## src/hw/intc_prio_pkg.sv

```systemverilog
// Purpose: constants and types for the interrupt priority register block
// Assumes: 16-bit registers on a plain strobe port
// Notes: offsets are word indices on the register port
package intc_prio_pkg;

	localparam int unsigned ADDR_W = 4;
	localparam int unsigned DATA_W = 16;
	localparam int unsigned PRIO_W = 3;
	localparam int unsigned VEC_W = 7;
	localparam int unsigned NUM_SRC = 16;

	// register offsets
	localparam logic [3:0] OFS_FLAG_STATUS_0 = 4'h0;
	localparam logic [3:0] OFS_PRIO_CTL_1 = 4'h1;
	localparam logic [3:0] OFS_PRIO_CTL_18 = 4'h2;
	localparam logic [3:0] OFS_PRIO_CTL_20 = 4'h3;
	localparam logic [3:0] OFS_CTL_STATUS = 4'h4;
	localparam logic [3:0] OFS_IRQ_MASK = 4'h5;

	// implemented flag bits, plus spare slots 14 and 9 that carry
	// the voltage detect and wake-up flags into arbitration
	localparam logic [15:0] FLAG_IMPL_MASK = 16'hfbcd;

	// field positions
	localparam int unsigned POS_TIMER_TWO = 12;
	localparam int unsigned POS_CAPTURE_TWO = 8;
	localparam int unsigned POS_LOW_PRIO = 0;
	localparam int unsigned POS_CPU_REQ = 15;
	localparam int unsigned POS_VECTOR_HOLD_SELECT = 13;
	localparam int unsigned POS_LEVEL = 8;

	// reset values
	localparam logic [2:0] PRIO_RESET = 3'h4;
	localparam logic [15:0] FLAG_RESET = 16'h0000;
	localparam logic [15:0] MASK_RESET = 16'h0000;
	localparam logic [2:0] PRIO_OFF = 3'h0;

	// source indices in the request vector
	localparam int unsigned SRC_TIMER_TWO = 7;
	localparam int unsigned SRC_CAPTURE_TWO = 6;
	localparam int unsigned SRC_VOLT_DET = 14;
	localparam int unsigned SRC_LOW_WAKE = 9;

	typedef struct packed {
		logic [ADDR_W-1:0] addr;
		logic [DATA_W-1:0] wdata;
		logic wr;
		logic rd;
	} reg_req_t;

endpackage

```

## src/hw/intc_prio_regs.sv

```systemverilog
// Purpose: sticky flags, source priorities and pending vector report
// Assumes: single clock, sources are synchronous one-cycle or level pulses
// Notes: four prioritised sources arbitrate, the other implemented ones only flag
`timescale 1ns/100ps

// Notes on behaviour
// - priority codes 001..111 are levels 1..7
// - code 000 keeps the source out of arbitration; its flag and irq path still work
// - voltage detect priority bits 2-0, reset 4
// - wake-up priority bits 2-0, reset 4
// - upper bits read zero, writes ignored
module intc_prio_regs
	import intc_prio_pkg::*;
(
	// clock and reset
	input wire logic clk_sys_i,
	input wire logic resetn_i,
	// register port
	input wire reg_req_t req_i,
	output logic [DATA_W-1:0] rdata_o,
	// interrupt sources
	input wire logic [NUM_SRC-1:0] src_req_i,
	// current processor level
	input wire logic [3:0] cpu_level_i,
	// to the processor
	output logic cpu_request_pending_o,
	output logic [VEC_W-1:0] pending_vector_number_o,
	output logic irq_o
);

	// ****************************************************************
	// registers
	// ****************************************************************
	logic [15:0] flags_q;
	logic [15:0] mask_q;
	logic [2:0] timer_two_priority_q;
	logic [2:0] capture_two_priority_q;
	logic [2:0] voltage_detect_priority_q;
	logic [2:0] low_power_wake_priority_q;
	logic vector_hold_select_q;
	logic [3:0] cpu_level_report_q;
	logic [VEC_W-1:0] last_ack_vec_q;
	logic wr_flag;
	logic wr_p1;
	logic wr_p18;
	logic wr_p20;
	logic wr_ctl;
	logic wr_mask;

	assign wr_flag = req_i.wr && (req_i.addr == OFS_FLAG_STATUS_0);
	assign wr_p1 = req_i.wr && (req_i.addr == OFS_PRIO_CTL_1);
	assign wr_p18 = req_i.wr && (req_i.addr == OFS_PRIO_CTL_18);
	assign wr_p20 = req_i.wr && (req_i.addr == OFS_PRIO_CTL_20);
	assign wr_ctl = req_i.wr && (req_i.addr == OFS_CTL_STATUS);
	assign wr_mask = req_i.wr && (req_i.addr == OFS_IRQ_MASK);

	// sticky flags: set wins over a software clear
	always_ff @(posedge clk_sys_i or negedge resetn_i)
	begin
		if (!resetn_i)
			flags_q <= FLAG_RESET;
		else if (wr_flag)
			flags_q <= ((flags_q & req_i.wdata) | src_req_i) & FLAG_IMPL_MASK;
		else
			flags_q <= (flags_q | src_req_i) & FLAG_IMPL_MASK;
	end

	always_ff @(posedge clk_sys_i or negedge resetn_i)
	begin
		if (!resetn_i)
			mask_q <= MASK_RESET;
		else if (wr_mask)
			mask_q <= req_i.wdata & FLAG_IMPL_MASK;
	end

	always_ff @(posedge clk_sys_i or negedge resetn_i)
	begin
		if (!resetn_i)
		begin
			timer_two_priority_q <= PRIO_RESET;
			capture_two_priority_q <= PRIO_RESET;
		end
		else if (wr_p1)
		begin
			timer_two_priority_q <= req_i.wdata[POS_TIMER_TWO +: PRIO_W];
			capture_two_priority_q <= req_i.wdata[POS_CAPTURE_TWO +: PRIO_W];
		end
	end

	always_ff @(posedge clk_sys_i or negedge resetn_i)
	begin
		if (!resetn_i)
			voltage_detect_priority_q <= PRIO_RESET;
		else if (wr_p18)
			voltage_detect_priority_q <= req_i.wdata[POS_LOW_PRIO +: PRIO_W];
	end

	always_ff @(posedge clk_sys_i or negedge resetn_i)
	begin
		if (!resetn_i)
			low_power_wake_priority_q <= PRIO_RESET;
		else if (wr_p20)
			low_power_wake_priority_q <= req_i.wdata[POS_LOW_PRIO +: PRIO_W];
	end

	always_ff @(posedge clk_sys_i or negedge resetn_i)
	begin
		if (!resetn_i)
			vector_hold_select_q <= 1'b0;
		else if (wr_ctl)
			vector_hold_select_q <= req_i.wdata[POS_VECTOR_HOLD_SELECT];
	end

	// ****************************************************************
	// arbitration
	// ****************************************************************
	logic [2:0] best_lvl;
	logic [VEC_W-1:0] best_vec;

	function automatic logic [VEC_W-1:0] vec_of(input int unsigned src);
		vec_of = VEC_W'(src + 8);
	endfunction

	always_comb
	begin
		best_lvl = PRIO_OFF;
		best_vec = '0;
		// lower vector wins ties; code 000 never beats PRIO_OFF
		if (flags_q[SRC_VOLT_DET] && voltage_detect_priority_q > best_lvl)
		begin
			best_lvl = voltage_detect_priority_q;
			best_vec = vec_of(SRC_VOLT_DET);
		end
		if (flags_q[SRC_LOW_WAKE] && low_power_wake_priority_q >= best_lvl
			&& low_power_wake_priority_q != PRIO_OFF)
		begin
			best_lvl = low_power_wake_priority_q;
			best_vec = vec_of(SRC_LOW_WAKE);
		end
		if (flags_q[SRC_TIMER_TWO] && timer_two_priority_q >= best_lvl
			&& timer_two_priority_q != PRIO_OFF)
		begin
			best_lvl = timer_two_priority_q;
			best_vec = vec_of(SRC_TIMER_TWO);
		end
		if (flags_q[SRC_CAPTURE_TWO] && capture_two_priority_q >= best_lvl
			&& capture_two_priority_q != PRIO_OFF)
		begin
			best_lvl = capture_two_priority_q;
			best_vec = vec_of(SRC_CAPTURE_TWO);
		end
	end

	logic req_now;
	assign req_now = (best_lvl != PRIO_OFF) && ({1'b0, best_lvl} > cpu_level_i);

	always_ff @(posedge clk_sys_i or negedge resetn_i)
	begin
		if (!resetn_i)
		begin
			cpu_request_pending_o <= 1'b0;
			pending_vector_number_o <= '0;
			cpu_level_report_q <= 4'h0;
			last_ack_vec_q <= '0;
		end
		else
		begin
			cpu_request_pending_o <= req_now;
			cpu_level_report_q <= cpu_level_i;
			if (req_now)
				last_ack_vec_q <= best_vec;
			pending_vector_number_o <= vector_hold_select_q ? last_ack_vec_q : best_vec;
		end
	end

	always_ff @(posedge clk_sys_i or negedge resetn_i)
	begin
		if (!resetn_i)
			irq_o <= 1'b0;
		else
			irq_o <= |(flags_q & mask_q);
	end

	// ****************************************************************
	// read port
	// ****************************************************************
	always_ff @(posedge clk_sys_i or negedge resetn_i)
	begin
		if (!resetn_i)
			rdata_o <= 16'h0000;
		else if (req_i.rd)
		begin
			rdata_o <= 16'h0000;
			if (req_i.addr == OFS_FLAG_STATUS_0)
				rdata_o <= flags_q;
			else if (req_i.addr == OFS_PRIO_CTL_1)
			begin
				rdata_o[POS_TIMER_TWO +: PRIO_W] <= timer_two_priority_q;
				rdata_o[POS_CAPTURE_TWO +: PRIO_W] <= capture_two_priority_q;
			end
			else if (req_i.addr == OFS_PRIO_CTL_18)
				rdata_o[POS_LOW_PRIO +: PRIO_W] <= voltage_detect_priority_q;
			else if (req_i.addr == OFS_PRIO_CTL_20)
				rdata_o[POS_LOW_PRIO +: PRIO_W] <= low_power_wake_priority_q;
			else if (req_i.addr == OFS_CTL_STATUS)
			begin
				rdata_o[POS_CPU_REQ] <= cpu_request_pending_o;
				rdata_o[POS_VECTOR_HOLD_SELECT] <= vector_hold_select_q;
				rdata_o[POS_LEVEL +: 4] <= cpu_level_report_q;
				rdata_o[VEC_W-1:0] <= pending_vector_number_o;
			end
			else if (req_i.addr == OFS_IRQ_MASK)
				rdata_o <= mask_q;
		end
	end
endmodule

```

## config.mk

```make
export PLATFORM = sky130hd
export DESIGN_NAME = intc_prio_regs
export DESIGN_NICKNAME = d
export VERILOG_FILES = /design/src/hw/intc_prio_pkg.sv /design/src/hw/intc_prio_regs.sv
export SDC_FILE = /design/constraint.sdc
export NUM_CORES = 1
export LEC_CHECK = 0
export BUFFER_PORTS_ARGS = -buffer_cell sky130_fd_sc_hd__buf_2
export CAP_MARGIN = 20
export CORE_MARGIN = 2
export CORE_UTILIZATION = 59
export CTS_BUF_LIST = sky130_fd_sc_hd__clkbuf_16
export DETAILED_ROUTE_END_ITERATION = 6
export GPL_ROUTABILITY_DRIVEN = 0
export PLACE_DENSITY = 0.85
export SLEW_MARGIN = 10
export SYNTH_ARGS = -nofsm -noshare
export SYNTH_HDL_FRONTEND = slang
export SYNTH_SLANG_ARGS = --single-unit
```

## constraint.sdc

```tcl
create_clock -name clk_sys_i -period 8.7 [get_ports clk_sys_i]
set_input_delay 0 -clock clk_sys_i [delete_from_list [all_inputs] [get_ports clk_sys_i]]
set_output_delay 0 -clock clk_sys_i [all_outputs]
set_load 0.01 [all_outputs]
```

==> flow_summary.json, run 1 <==
{
  "timing.rr.end": "last_ack_vec_q[2]$_DFFE_PN0P_",
  "dpl.cell_count": 442,
  "rsz0062_at_grt": "no",
  "synth_area_um2": 3440,
  "final_layout_size_suffix_gt1_share_pct": 29.1,
  "antenna_found_initial": 0,
  "slowest_delay_ps": 530,
  "leakage_uw": 0.00201,
  "fp.dieH_um": 80.3,
  "die-area_um2": 6450,
  "cts_tree": "built",
  "grt_pass1_vias": 3140,
  "post_cts_buffers": 0,
  "drt_wl_total_um": 9320,
  "via_per_inst": 6.13,
  "dpl.hpwl_um": 5840,
  "power_density_nw_per_um2": 283,
  "path_delay_family": "compound AO/OA/AOI/OAI gates",
  "yosys-top-cells-area": "dfrtp_1 (45%), mux2_2 (9.5%), ha_1 (4.0%)",
  "grt_max_degree": 67,
  "yosys_warnings": 0,
  "ys_types": 52,
  "nNetsFinal": 476,
  "design.core.area_um2": 5570,
  "crit_path_top_delay_cell": "dfrtp_1",
  "required_ps": 8910,
  "start_util_pct": 61.6,
  "grt_pass1_wl_um": 15300,
  "finalCriticalPeriod_ps": 5890,
  "fin_skew_ps": 5.16,
  "routedWlPerCell_um": 18.7,
  "hold_viol_final": 0,
  "areaGrowthSynthToFinish_pct": 31.1,
  "yosysSeqAreaShare_pct": 48.2,
  "endpoint_kind": "flip-flop",
  "cts_buffer_depth": 2,
  "vias": 3054,
  "holdWs_ps": 79.2,
  "critical_path_class": "flip-flop to flip-flop",
  "insertion_delay_ps": 330,
  "htreeDepth": 3,
  "synth_edf_count": 0,
  "cpMostUsedCell": "ha_1",
  "port-buffer-count": 59,
  "tightest_slew_ps": 904,
  "grt_use_total_pct": 31.8,
  "finalNonFillerCells": 498,
  "io-pin-count": 69,
  "overflow": 0,
  "worstRegToRegCells": 25,
  "whs_endpoint": "vector_hold_select_q$_DFFE_PN0P_",
  "clock-sinks": 66,
  "hold_path_class": "input pin to flip-flop",
  "r2r-start": "flags_q[14]$_DFF_PN0_",
  "synth_top_area_share_pct": 45.2,
  "setup_violations": 0,
  "drc": 0,
  "clk_pin_slew_ps": 60,
  "firstDrtPassIters": 5,
  "tns_ps": 0,
  "num_rows": 27,
  "hold_depth": 3,
  "syn_inst": 323,
  "status": "finished clean",
  "relSlewSlack_pct": 39.3,
  "max-cap-violations": 0,
  "diodes": 0,
  "ant_nets": 0,
  "drt_iter0_markers": 278,
  "die_width_um": 80.3,
  "cts_resized": 0,
  "period_share_pct": 67.7,
  "clockRootBuffer": "clkbuf_16",
  "ys_top_cells_by_count": "dfrtp_1 (62), mux2_2 (29), nand2_1 (29)",
  "finalPower_uw": 1270,
  "synth-seq-cells": 66,
  "worst-path-max-fanout": 8,
  "r2r_slack_ps": 2810,
  "synth-main-ff-cell": "dfrtp_1",
  "slew_violations": 0,
  "yosysMostFrequentCell": "dfrtp_1",
  "ir_worst_vdd_v": 0.000213,
  "max_freq_mhz": 170,
  "syn_avg_cell_area_um2": 10.6,
  "critPathBufInv": 0,
  "async_flop_share_pct": 100,
  "synth_top_cell_by_area": "dfrtp_1",
  "startpoint_type": "flip-flop",
  "numCtsBuffers": 9,
  "crit_arrival_ps": 6100,
  "min_from": "req_i[1]"
}
-- power breakdown --
group	switching (uW)	internal, uW	leakage [uW]
Clock	130	277	0.000164
Combinational	229	216	0.00109
Sequential	56.7	365	0.000757
Total	416	859	0.00201
-- how the worst max path moves through the flow --
stage / startpoint / end / depth (start not counted)
floorplan: voltage_detect_priority_q[2]$_DFFE_PN1P_ / last_ack_vec_q[2]$_DFFE_PN0P_ / 25
global placement: voltage_detect_priority_q[2]$_DFFE_PN1P_ / last_ack_vec_q[2]$_DFFE_PN0P_ / 25
detailed placement: voltage_detect_priority_q[2]$_DFFE_PN1P_ / last_ack_vec_q[2]$_DFFE_PN0P_ / 25
CTS: voltage_detect_priority_q[2]$_DFFE_PN1P_ / last_ack_vec_q[2]$_DFFE_PN0P_ / 25
global route: flags_q[14]$_DFF_PN0_ / last_ack_vec_q[2]$_DFFE_PN0P_ / 25
finish: flags_q[14]$_DFF_PN0_ / last_ack_vec_q[2]$_DFFE_PN0P_ / 25
-- through the flow --
step / utilization, % / setup slack, ps / cell area [um2]
finish: 80.8 / 2810 / 4500
global route: 80.8 / 2520 / 4500
CTS: 80.8 / 2930 / 4500
detailed placement: 67.6 / 2990 / 3770
global placement: 67.6 / 3080 / 3770
floorplan: - / 3430 / 3440
-- cells in the final DEF (no fill, tap or decap), types with 6 or more instances in the layout --
master	count
dfrtp_1	62
buf_2	59
dlygate4sd3_1	40
nand2_1	29
mux2_2	29
o21ai_0	26
nand2b_1	17
nor2_1	17
inv_1	15
a21oi_1	12
a22oi_1	11
ha_1	11
clkbuf_16	9
nand3_1	8
a31oi_1	6
-- area by class of cell --
cell class / count / area, um2
inverters: 14 / 52.6
clock inverters: 7 / 110
flip-flops and latches: 66 / 1660
repair buffers: 101 / 711
clock buffers: 9 / 225
fillers: 322 / 1070
well taps: 72 / 90.1
multi-input cells: 229 / 1660
-- sequential cells by signal, summed over array words and instances (netlist names) --
| register | count |
|---|---|
| voltage_detect_priority_q | 3 |
| low_power_wake_priority_q | 3 |
| mask_q | 12 |
| irq_o | 1 |
| capture_two_priority_q | 3 |
| last_ack_vec_q | 4 |
| cpu_level_report_q | 4 |
| flags_q | 12 |
| vector_hold_select_q | 1 |
| cpu_request_pending_o | 1 |
| rdata_o | 15 |
| timer_two_priority_q | 3 |
| pending_vector_number_o | 4 |
-- what timing repair did --
action | 4_1_cts | 5_1_grt
hold endpoints to repair | 103 | 0
hold buffers | 40 | 0
setup endpoints to repair | 0 | 0
-- worst register-to-register path, stage by stage (launching register included) --
cell	delay [ps]
dfrtp_1	530
nand2_1	100
ha_1	320
a21oi_2	200
o21ai_4	110
and2_2	220
a22o_1	270
ha_1	270
nand2b_1	180
o211ai_1	280
nor2_1	140
a31oi_4	270
o2bb2ai_1	190
ha_1	280
nand2b_1	140
a21o_1	170
a21o_1	200
and2_1	200
o31a_1	120
o2bb2ai_1	160
ha_1	250
nor2b_1	130
o21a_1	150
o21ai_0	360
a31o_4	190
mux2_4	300
-- cell families after synthesis --
logic type,count (synthesis),synth area share [%]
flops,66,48.2
mux,36,11.9
fa+ha+maj,11,4.01
buf+inv,30,3.75
compound gates,86,18.0
simple gates,93,14.0
other cells,1,0.109
-- per-layer routing --
metal | GRT usage, % | routed length, um | vias up
li1 | - | - | 1349
met1 | 39.8 | 3680 | 1492
met2 | 51.5 | 4610 | 180
met3 | 7.75 | 738 | 33
met4 | 15.8 | 299 | 0
met5 | 0 | 0 | -
No activity file was read; power rests on OpenSTA's default activity.
==> run 2, diff against run 1 <==
CORE_UTILIZATION = 55   (was 59)
PLACE_DENSITY = 0.8   (was 0.85)
clock period = 5.6 ns   (was 8.7 ns; I/O delays follow)
==> flow_summary.json, run 2 (synthesis gave the netlist of run 1 again) <==
{
  "die-area_um2": 6890,
  "highest_layer": "met4",
  "cts_buffer_depth": 2,
  "slowest_delay_ps": 560,
  "start_util_pct": 57.4,
  "final_layout_size_suffix_gt1_share_pct": 30.2,
  "largest_register": "rdata_o",
  "multiInputGateArea_um2": 1680,
  "hold_viol_final": 0,
  "drt_wl_total_um": 9260,
  "nNetsFinal": 480,
  "status": "finished clean",
  "final_common_cell": "dfrtp_1",
  "required_ps": 5810,
  "p_comb_share_pct": 35.8,
  "finalCriticalPeriod_ps": 5430,
  "internal_power_uw": 1360,
  "dpl.cell_count": 446,
  "final_cell_mix": "dfrtp_1 (62), buf_2 (59), dlygate4sd3_1 (42)",
  "fp.dieH_um": 83.0,
  "routedWlPerCell_um": 18.3,
  "grt_max_degree": 67,
  "crit_path_top_delay_cell": "dfstp_2",
  "wl_met2_um": 4580,
  "period_share_pct": 96.9,
  "insertion_delay_ps": 330,
  "pre_cts_ws_ps": -8.01,
  "die_width_um": 83.0,
  "grt_pass1_vias": 2973,
  "power_density_nw_per_um2": 439,
  "drc": 0,
  "vias": 2923,
  "ant_nets": 0,
  "pwr-share-clk_pct": 31.6,
  "fin_skew_ps": 6.46,
  "areaGrowthSynthToFinish_pct": 32.9,
  "diodes": 0,
  "htreeDepth": 3,
  "dpl.hpwl_um": 5780,
  "seqPwrFrac_pct": 32.6,
  "leakage_uw": 0.00202,
  "tightest_slew_ps": 914,
  "p_switching_uw": 647,
  "relSlewSlack_pct": 38.6,
  "met3WireLength_um": 655,
  "numCtsBuffers": 9,
  "path_delay_family": "compound AO/OA/AOI/OAI gates",
  "max_freq_mhz": 184,
  "drt-met1-wl_um": 3790,
  "design.core.area_um2": 5990,
  "finalNonFillerCells": 505,
  "clockRootBuffer": "clkbuf_16",
  "critical_path_class": "flip-flop to flip-flop",
  "grt_pass1_wl_um": 15100,
  "slew_violations": 0,
  "critPathBufInv": 0,
  "grt_use_total_pct": 27.7,
  "cpMostUsedCell": "ha_1",
  "cts_tree": "built",
  "endpoint_kind": "flip-flop",
  "fill_cells": 369,
  "antenna_found_initial": 0,
  "hold_path_class": "input pin to flip-flop",
  "io-pin-count": 69,
  "drt_iter0_markers": 307,
  "setup_violations": 0,
  "via_per_inst": 5.79,
  "worst_slack_ps": 172,
  "p_sw_share_pct": 32.3,
  "port-buffer-count": 59,
  "firstDrtPassIters": 5,
  "largest_register_ffs": 15,
  "top_regs": "rdata_o x15, flags_q x12, mask_q x12",
  "max-cap-violations": 0,
  "final-seq-area_um2": 1660,
  "worst-path-max-fanout": 6,
  "crit_arrival_ps": 5640,
  "finalPower_uw": 2000,
  "clock-sinks": 66,
  "num_rows": 28,
  "ir_worst_vdd_v": 0.000310,
  "overflow": 0,
  "clk_pin_slew_ps": 60,
  "startpoint_type": "flip-flop"
}
run 2: worst reg2reg max path, cell delays in order (launching register included):
cell and delay, ps:
dfstp_2 560, nand2_1 60, ha_1 320, a21oi_2 190, o21ai_4 100, and2_2 220, a22o_1 260, ha_1 270
nand2b_1 170, o211ai_1 270, nor2_1 120, a31oi_4 210, o2bb2ai_2 160, ha_1 260, nand2b_1 140, a21o_1 170
a21o_1 200, and2_1 200, o31a_1 120, o2bb2ai_1 150, ha_1 260, nor2b_1 140, o21a_1 170, o21ai_2 150
a31o_4 150, mux2_4 300
run 2: final cells by class:
cell class / instances / area share, %
clock buffer: 9 / 4.93
clock inverter: 7 / 2.38
inverter: 14 / 1.15
multi-input combinational: 229 / 36.9
sequential: 66 / 36.3
tap: 75 / 2.05
timing repair buffer: 105 / 16.3
run 2: power groups by stage:
stage               sequential, uW  combinational, uW  clock, uW
floorplan                      639                500          0
global placement               650                627          0
detailed placement             654                655          0
CTS                            647                682        635
global route                   661                784        660
finish                         653                717        633
run 2: routing by layer:
layer  GRT usage (%)  up-vias
li1                -     1356
met1            35.8     1386
met2            45.7      157
met3            6.16       24
met4            10.7        0
met5               0        -
run 2: per-stage QoR:
step | hold WS, ps | TNS (ps) | area [um2] | util, %
after detailed placement | 129 | -8.01 | 3780 | 63.2
after global placement | 130 | 0 | 3780 | 63.2
after floorplan | -296 | 0 | 3440 | -
after global routing | 69.4 | -22.9 | 4570 | 76.2
after CTS | 60.4 | 0 | 4540 | 75.8
final | 68.2 | 0 | 4570 | 76.2
run 2: repair_timing:
| action | 4_1_cts | 5_1_grt |
|---|---|---|
| buffers inserted | 0 | 1 |
| pin swaps | 0 | 4 |
| endpoints found under the hold margin | 103 | 0 |
| hold buffers | 42 | 0 |
| resized for setup | 1 | 6 |
| endpoints found under the setup margin | 1 | 4 |
run 2: worst paths after layout:
kind                                                               start                          endpoint  slack [ps]  cells past startpoint
worst max-delay path            voltage_detect_priority_q[2]$_DFFE_PN1P_     last_ack_vec_q[2]$_DFFE_PN0P_         170                     25
worst min-delay path                                            req_i[1]  vector_hold_select_q$_DFFE_PN0P_          70                      3
worst max register to register  voltage_detect_priority_q[2]$_DFFE_PN1P_     last_ack_vec_q[2]$_DFFE_PN0P_         170                     25
worst min register to register             last_ack_vec_q[0]$_DFFE_PN0P_     last_ack_vec_q[0]$_DFFE_PN0P_         480                      1
max in group asynchronous                                       resetn_i     last_ack_vec_q[4]$_DFFE_PN0P_        4660                      3
min in group asynchronous                                       resetn_i             mask_q[2]$_DFFE_PN0P_         380                      3
